--- config.mk ---
export PLATFORM = sky130hd
export DESIGN_NAME = apr_power_rate_ctrl
export DESIGN_NICKNAME = d
export VERILOG_FILES = /design/src/apr_pkg.sv /design/src/apr_power_rate_ctrl.sv
export SDC_FILE = /design/constraint.sdc
export NUM_CORES = 1
export LEC_CHECK = 0
export BUFFER_PORTS_ARGS = -buffer_cell sky130_fd_sc_hd__buf_2
export CELL_PAD_IN_SITES_DETAIL_PLACEMENT = 0
export CELL_PAD_IN_SITES_GLOBAL_PLACEMENT = 2
export CORE_MARGIN = 5
export CORE_UTILIZATION = 42
export DETAILED_ROUTE_END_ITERATION = 10
export PLACE_DENSITY_LB_ADDON = 0.1
export SYNTH_ARGS = -nofsm -noshare
export SYNTH_HDL_FRONTEND = slang
export SYNTH_SLANG_ARGS = --single-unit
--- constraint.sdc ---
create_clock -name i_clock -period 13.6 [get_ports i_clock]
set_input_delay 0.68 -clock i_clock [delete_from_list [all_inputs] [get_ports i_clock]]
set_output_delay 0.68 -clock i_clock [all_outputs]
set_load 0.005 [all_outputs]
--- src/apr_pkg.sv ---
/*
 * Shared constants for the accelerometer power-mode and rate control block.
 * Assumes a 100 MHz system clock and a 4-wire SPI target port.
 */
package apr_pkg;
    // Register map
    localparam logic [5:0] ADDR_RATE_AND_POWER_SELECT = 6'h2C;
    localparam logic [5:0] ADDR_POWER_CONTROL = 6'h2D;
    // Field positions
    localparam int RATE_LSB = 0;
    localparam int RATE_W = 4;
    localparam int LOW_POWER_BIT = 4;
    localparam int MEASURE_BIT = 3;
    // Reset values
    localparam logic [7:0] RATE_AND_POWER_SELECT_RST = 8'h0A;
    localparam logic [7:0] POWER_CONTROL_RST = 8'h00;
    localparam logic [7:0] UNMAPPED_READ = 8'h00;
    // Rate codes where low-power operation lowers the internal rate
    localparam logic [3:0] LP_CODE_MIN = 4'h7;
    localparam logic [3:0] LP_CODE_MAX = 4'hC;
    localparam logic [3:0] RATE_CODE_TOP = 4'hF;
    // Timing
    localparam int CLOCK_HZ = 100_000_000;
    localparam int TOP_RATE_HZ = 3200;
    localparam int TOP_RATE_PERIOD_CYCLES = CLOCK_HZ / TOP_RATE_HZ;
    localparam int OVERSAMPLE_SHIFT = 2;
    // SPI command byte layout
    localparam int CMD_READ_BIT = 7;
    localparam int CMD_MULTI_BIT = 6;
    localparam logic [2:0] LAST_BIT_INDEX = 3'h7;
    // SPI receive phase, one-hot
    typedef enum logic [2:0] {
        APR_IDLE = 3'b001,
        APR_CMD = 3'b010,
        APR_DATA = 3'b100
    } apr_phase_t;
endpackage : apr_pkg

--- src/apr_power_rate_ctrl.sv ---
/*
 * Power-mode and output-rate control with its SPI register target.
 * Holds the two control registers, the standby and measurement switch,
 * and a timer that paces front-end and output-sample strobes from the
 * selected rate code and the low-power bit.
 * Other register addresses read as zero and ignore writes; the sample
 * buffer itself lives outside this block and is only strobed from here.
 * Assumes an SPI master using clock polarity 1, phase 1, MSB first, with
 * chip select, clock and data arriving asynchronously to i_clock, and
 * each SCLK phase lasting at least three i_clock cycles.
 * Assumes chip select stays high while i_srst is asserted, and that the
 * consumer of the strobes runs on i_clock.
 */
`timescale 1ns/1ns

module apr_power_rate_ctrl #(
    parameter int TOP_PERIOD_CYCLES = apr_pkg::TOP_RATE_PERIOD_CYCLES,
    parameter int OS_SHIFT = apr_pkg::OVERSAMPLE_SHIFT
) (
    // Clock and reset
    input wire logic i_clock,
    input wire logic i_srst,
    // SPI target pins
    input wire logic i_spi_cs_n,
    input wire logic i_spi_sclk,
    input wire logic i_spi_sdi,
    output logic o_spi_sdo,
    output logic o_spi_sdo_oe,
    // Power mode
    output logic o_measuring,
    output logic o_low_power,
    output logic [3:0] o_rate_code,
    // Sample timing
    output logic o_frontend_strobe,
    output logic o_sample_write
);
    // Synchronisers
    logic [1:0] cs_sync;
    logic [1:0] sclk_sync;
    logic [1:0] sdi_sync;
    logic sclk_prev;

    // SPI and register state
    apr_pkg::apr_phase_t phase;
    apr_pkg::apr_phase_t next_phase;
    logic [2:0] bit_cnt;
    logic [2:0] next_bit_cnt;
    logic [7:0] shift_in;
    logic [7:0] next_shift_in;
    logic [7:0] shift_out;
    logic [7:0] next_shift_out;
    logic [5:0] addr;
    logic [5:0] next_addr;
    logic is_read;
    logic next_is_read;
    logic multi;
    logic next_multi;
    logic [7:0] rate_reg;
    logic [7:0] next_rate_reg;
    logic [7:0] power_reg;
    logic [7:0] next_power_reg;
    logic sdo_oe;
    logic next_sdo_oe;

    // Rate timer state
    logic [31:0] tick_cnt;
    logic [31:0] next_tick_cnt;
    logic [7:0] os_cnt;
    logic [7:0] next_os_cnt;
    logic fe_strobe;
    logic next_fe_strobe;
    logic smp_write;
    logic next_smp_write;

    // Decoded values
    logic cs_active;
    logic sclk_rise;
    logic sclk_fall;
    logic [7:0] rd_data;
    logic [7:0] byte_in;
    logic measure;
    logic low_power;
    logic [3:0] rate_code;
    logic lp_effective;
    logic [31:0] odr_period;
    logic [31:0] int_period;
    logic [7:0] os_limit;
    logic period_end;
    logic os_wrap;

    // Decoded transfer events
    logic byte_done;
    logic cmd_done;
    logic data_done;
    logic wr_rate;
    logic wr_power;

    always_ff @(posedge i_clock) begin
        if (i_srst) begin
            cs_sync <= 2'h3;
            sclk_sync <= 2'h3;
            sdi_sync <= 2'h0;
            sclk_prev <= 1'b1;
        end else begin
            cs_sync <= {cs_sync[0], i_spi_cs_n};
            sclk_sync <= {sclk_sync[0], i_spi_sclk};
            sdi_sync <= {sdi_sync[0], i_spi_sdi};
            sclk_prev <= sclk_sync[1];
        end
    end

    assign cs_active = ~cs_sync[1];
    assign sclk_rise = cs_active & sclk_sync[1] & ~sclk_prev;
    assign sclk_fall = cs_active & ~sclk_sync[1] & sclk_prev;
    assign byte_in = {shift_in[6:0], sdi_sync[1]};

    assign measure = power_reg[apr_pkg::MEASURE_BIT];
    assign low_power = rate_reg[apr_pkg::LOW_POWER_BIT];
    assign rate_code = rate_reg[apr_pkg::RATE_LSB +: apr_pkg::RATE_W];

    // Byte boundaries and register write strobes
    assign byte_done = sclk_rise && bit_cnt == apr_pkg::LAST_BIT_INDEX;
    assign cmd_done = byte_done && phase != apr_pkg::APR_DATA;
    assign data_done = byte_done && phase == apr_pkg::APR_DATA;
    assign wr_rate = data_done && !is_read
        && addr == apr_pkg::ADDR_RATE_AND_POWER_SELECT;
    assign wr_power = data_done && !is_read
        && addr == apr_pkg::ADDR_POWER_CONTROL;

    // Register read mux, same in either power mode
    always_comb begin
        unique case (addr)
            apr_pkg::ADDR_RATE_AND_POWER_SELECT: rd_data = rate_reg;
            apr_pkg::ADDR_POWER_CONTROL: rd_data = power_reg;
            default: rd_data = apr_pkg::UNMAPPED_READ;
        endcase
    end

    // SPI target: sample on rising SCLK, drive on falling SCLK
    always_comb begin
        next_phase = phase;
        next_bit_cnt = bit_cnt;
        next_shift_in = shift_in;
        next_shift_out = shift_out;
        next_addr = addr;
        next_is_read = is_read;
        next_multi = multi;
        next_sdo_oe = sdo_oe;
        if (!cs_active) begin
            next_phase = apr_pkg::APR_IDLE;
            next_bit_cnt = 3'h0;
            next_sdo_oe = 1'b0;
        end else begin
            if (phase == apr_pkg::APR_IDLE) begin
                next_phase = apr_pkg::APR_CMD;
            end
            // Shift in on every rising edge
            if (sclk_rise) begin
                next_shift_in = byte_in;
                next_bit_cnt = bit_cnt + 3'h1;
            end
            // Command byte sets direction, auto-increment and address
            if (cmd_done) begin
                next_is_read = byte_in[apr_pkg::CMD_READ_BIT];
                next_multi = byte_in[apr_pkg::CMD_MULTI_BIT];
                next_addr = byte_in[5:0];
                next_phase = apr_pkg::APR_DATA;
            end
            if (data_done && multi) begin
                next_addr = addr + 6'h01;
            end
            // Read data: load on first fall of a byte, then shift
            if (sclk_fall && phase == apr_pkg::APR_DATA && is_read) begin
                next_sdo_oe = 1'b1;
                if (bit_cnt == 3'h0) begin
                    next_shift_out = rd_data;
                end else begin
                    next_shift_out = {shift_out[6:0], 1'b0};
                end
            end
        end
    end

    always_ff @(posedge i_clock) begin
        if (i_srst) begin
            phase <= apr_pkg::APR_IDLE;
            bit_cnt <= 3'h0;
            shift_in <= 8'h00;
            shift_out <= 8'h00;
            addr <= 6'h00;
            is_read <= 1'b0;
            multi <= 1'b0;
            sdo_oe <= 1'b0;
        end else begin
            phase <= next_phase;
            bit_cnt <= next_bit_cnt;
            shift_in <= next_shift_in;
            shift_out <= next_shift_out;
            addr <= next_addr;
            is_read <= next_is_read;
            multi <= next_multi;
            sdo_oe <= next_sdo_oe;
        end
    end

    // Register file, written at the end of a data byte
    always_comb begin
        next_rate_reg = rate_reg;
        next_power_reg = power_reg;
        if (wr_rate) begin
            next_rate_reg = byte_in;
        end
        if (wr_power) begin
            // Measure bit set or cleared here
            next_power_reg = byte_in;
        end
    end

    always_ff @(posedge i_clock) begin
        if (i_srst) begin
            rate_reg <= apr_pkg::RATE_AND_POWER_SELECT_RST;
            power_reg <= apr_pkg::POWER_CONTROL_RST;
        end else begin
            rate_reg <= next_rate_reg;
            power_reg <= next_power_reg;
        end
    end

    // Output period doubles for each code step below the top code
    assign odr_period = 32'(TOP_PERIOD_CYCLES)
        << (apr_pkg::RATE_CODE_TOP - rate_code);
    assign lp_effective = low_power
        && rate_code >= apr_pkg::LP_CODE_MIN
        && rate_code <= apr_pkg::LP_CODE_MAX;
    // Low power with codes LP_CODE_MIN to LP_CODE_MAX drops the oversampling, lowering front-end activity
    assign int_period = lp_effective ? odr_period
        : (odr_period >> OS_SHIFT);
    assign os_limit = lp_effective ? 8'h00
        : 8'((1 << OS_SHIFT) - 1);
    // Period and oversample boundaries
    assign period_end = tick_cnt >= int_period - 32'h0000_0001;
    assign os_wrap = os_cnt >= os_limit;

    // Front end runs once per internal period, so power follows the rate
    always_comb begin
        next_tick_cnt = tick_cnt;
        next_os_cnt = os_cnt;
        next_fe_strobe = 1'b0;
        next_smp_write = 1'b0;
        if (!measure) begin
            // Standby: no strobes, buffer contents left alone
            next_tick_cnt = 32'h0000_0000;
            next_os_cnt = 8'h00;
        end else if (period_end) begin
            next_tick_cnt = 32'h0000_0000;
            next_fe_strobe = 1'b1;
            if (os_wrap) begin
                next_os_cnt = 8'h00;
                next_smp_write = 1'b1;
            end else begin
                next_os_cnt = os_cnt + 8'h01;
            end
        end else begin
            next_tick_cnt = tick_cnt + 32'h0000_0001;
        end
    end

    always_ff @(posedge i_clock) begin
        if (i_srst) begin
            tick_cnt <= 32'h0000_0000;
            os_cnt <= 8'h00;
            fe_strobe <= 1'b0;
            smp_write <= 1'b0;
        end else begin
            tick_cnt <= next_tick_cnt;
            os_cnt <= next_os_cnt;
            fe_strobe <= next_fe_strobe;
            smp_write <= next_smp_write;
        end
    end

    // Pin and status outputs
    assign o_spi_sdo = shift_out[7];
    assign o_spi_sdo_oe = sdo_oe;
    assign o_measuring = measure;
    assign o_low_power = low_power;
    assign o_rate_code = rate_code;
    assign o_frontend_strobe = fe_strobe;
    assign o_sample_write = smp_write;
endmodule : apr_power_rate_ctrl

==> run metrics <==
Initial Utilization=42.79%; synthesized flop and latch total=95; clock period minus worst slack=5944 ps; WL final=13,880 um; Global Route Usage Sum=17.58%; Worst Hold Class=reg -> reg; DRC violations left=0; post-DR wirelength/cell=15.66 um; Crit path arrival time=6120 ps; layout cells sized above 1=7.365%; WHS=412.9 ps; Yosys Warn Count=0; I/O Buffers=14; DP Cell Count=872; Seq. cell area=1902 um^2; hold_buf cts=0; Post-Layout Cell Count=886; Setup violations, final=0; diodes inserted=0; gr ovfl total=0; async set-or-reset flop fraction in the synthesized netlist=0%; Peak VDD IR=60.70 uV; area of the multi-input gates=3727 um^2; GPL Wtd Cong=0.8364; Pre-antenna DRT Iters=5; Main synth FF type=dfxtp_1; TritonCTS Buffers=9; commonest non-fill, non-tap cell in the layout=nor2_1; first-pass GRT wire length=23,690 um; period utilisation layout=43.70%; Avg Cell Area, Syn=8.322 um^2; most frequent cells in the layout=nor2_1 (120), dfxtp_1 (95), ha_1 (48); Iter 0 DRT Violations=239; post-cts resize count=0; H-tree levels=3; CTS root buf=clkbuf_16; clk slew on worst S/H paths=60 ps; IO Count=15; Die W=128.7 um; Area Growth Syn to Fin=6.936%; max_slew headroom=23.81%; Final Hold Vio Count=0; Vias/cell=5.552; Post-Syn Area=5917 um^2; max FFs per register=32; Post-DP HPWL=10,180 um; row count=43; register name with the most flops=tick_cnt; Design Power=0.0005399 W; Power Density=85.32 nW/um^2; # clock sinks=95; Synth cell types=67; setup TNS=0 ps; chip height=128.7 um; f_max=168.2 MHz; via count=4,919; number of global-route vias before repair=4,813; antenna-violating nets left=0; Worst-Margin Slew=1141 ps; max cap viols=0; Final Max Slew Viols=0; Req. time, crit path=13,780 ps; number of synthesized flops with an enable pin=0; Area after DPL=6033 um^2; post-CTS setup buffer count=0; Mapped Cells=711; antenna violations before repair=0; nets@finish=756; status=complete, no violations; largest net degree at the start of global routing=53; crit path launch type=flip-flop; design area=6327 um^2; die area=16,560 um^2; sequential fraction of the synthesis area=32.14%; core area=13,830 um^2; Leak=2.551 nW; RSZ-0062 raised after global routing=no; CP Max Fanout=33; Worst setup EP type=flip-flop; clock buffer depth=2; WS Path Type=reg -> reg; # fillers=1,368; Clock Skew=10.83 ps; Skew-Pair Late Insertion Delay=350 ps; CTS tree=built
-- worst max-delay path, cell delays in order (launching register included) --
cell and delay [ps]:
dfxtp_1 450, inv_1 250, ha_1 590, nor2b_4 130, o21ai_4 390, inv_2 250
a311o_1 490, nor3_4 260, and3_1 180, nor2b_1 150, mux2_1 350, ha_1 300
nand4_1 120, nor2_1 120, o31ai_1 70, o211ai_1 120, a311o_1 490, or2_1 920
nor2_1 130
-- where the power goes --
group,total [W],internal [W],switching (W)
Sequential,0.000280,0.000279,0.000000826
Combinational,0.00000488,0.00000157,0.00000331
Clock,0.000255,0.000146,0.000109
-- worst paths after layout --
check	slack, ps	cells after the start	from	endpoint
setup / recovery	7660	18	rate_reg[1]	tick_cnt[12]
hold reg to reg	410	1	sclk_sync[0]	sclk_sync[1]
hold / removal	410	1	sclk_sync[0]	sclk_sync[1]
setup reg to reg	7660	18	rate_reg[1]	tick_cnt[12]
-- kinds of logic (layout without fill, tap and decap cells) --
| kind of cell | count (synthesis) | count (layout) | synth area share [%] |
|---|---|---|---|
| buffers and inverters | 63 | 55 | 5.138 |
| other | 1 | 4 | 0.06338 |
| DFF | 95 | 95 | 32.14 |
| adders and majority gates | 48 | 48 | 10.15 |
| and+or+nand+nor | 284 | 284 | 23.41 |
| xor gates and xnor gates | 43 | 43 | 6.365 |
| muxes | 35 | 35 | 6.217 |
| AOI/OAI and AO/OA | 142 | 142 | 16.52 |
-- synthesized netlist by cell type (all sizes together), types with 4 or more instances --
cell | instances | share of area [%]
a31oi | 7 | 0.74
o31ai | 4 | 0.51
inv | 24 | 1.5
a21o | 9 | 1.1
nor2 | 120 | 7.6
or2 | 8 | 0.85
xnor2 | 21 | 3.1
and2 | 6 | 0.63
and3 | 14 | 1.5
xor2 | 22 | 3.3
mux2 | 4 | 0.76
nand2b | 6 | 0.63
a211oi | 13 | 1.6
nand4 | 18 | 1.9
a21oi | 39 | 3.3
a22oi | 9 | 1.1
nand2 | 47 | 3.0
and4 | 7 | 1.0
o21ai | 22 | 2.1
ha | 48 | 10
a311o | 5 | 0.85
nand3 | 16 | 1.4
buf | 16 | 2.2
o211ai | 6 | 0.76
dfxtp | 95 | 32
mux2i | 30 | 5.1
nor3 | 13 | 1.4
nor4 | 7 | 0.74
nor2b | 14 | 1.6
clkbuf | 22 | 1.4
-- area by class of cell --
| type | count | area share (%) |
|---|---|---|
| multi-input combinational | 556 | 58.91 |
| sequential | 95 | 30.06 |
| inverter | 25 | 1.483 |
| tap | 180 | 3.559 |
| clock buffer | 10 | 3.777 |
| clock inverter | 4 | 0.8701 |
| timing repair buffer | 16 | 1.345 |
-- layer usage --
metal  track usage [%]  up-vias  wire length (um)
li1                  -     2512                 -
met1             22.47     2317              6623
met2             29.51       74              6583
met3             3.238       16               409
met4             6.547        0               262
met5                 0        -                 0
-- stage by stage --
stage | worst slack, ps | util, %
2_1_floorplan | 9120 | -
6_report | 7656 | 45.76
3_5_place_dp | 7641 | 43.63
4_1_cts | 7608 | 45.76
3_3_place_gp | 7787 | 43.63
5_1_grt | 7074 | 45.76
Note: power is estimated with default switching activity, not from simulation.
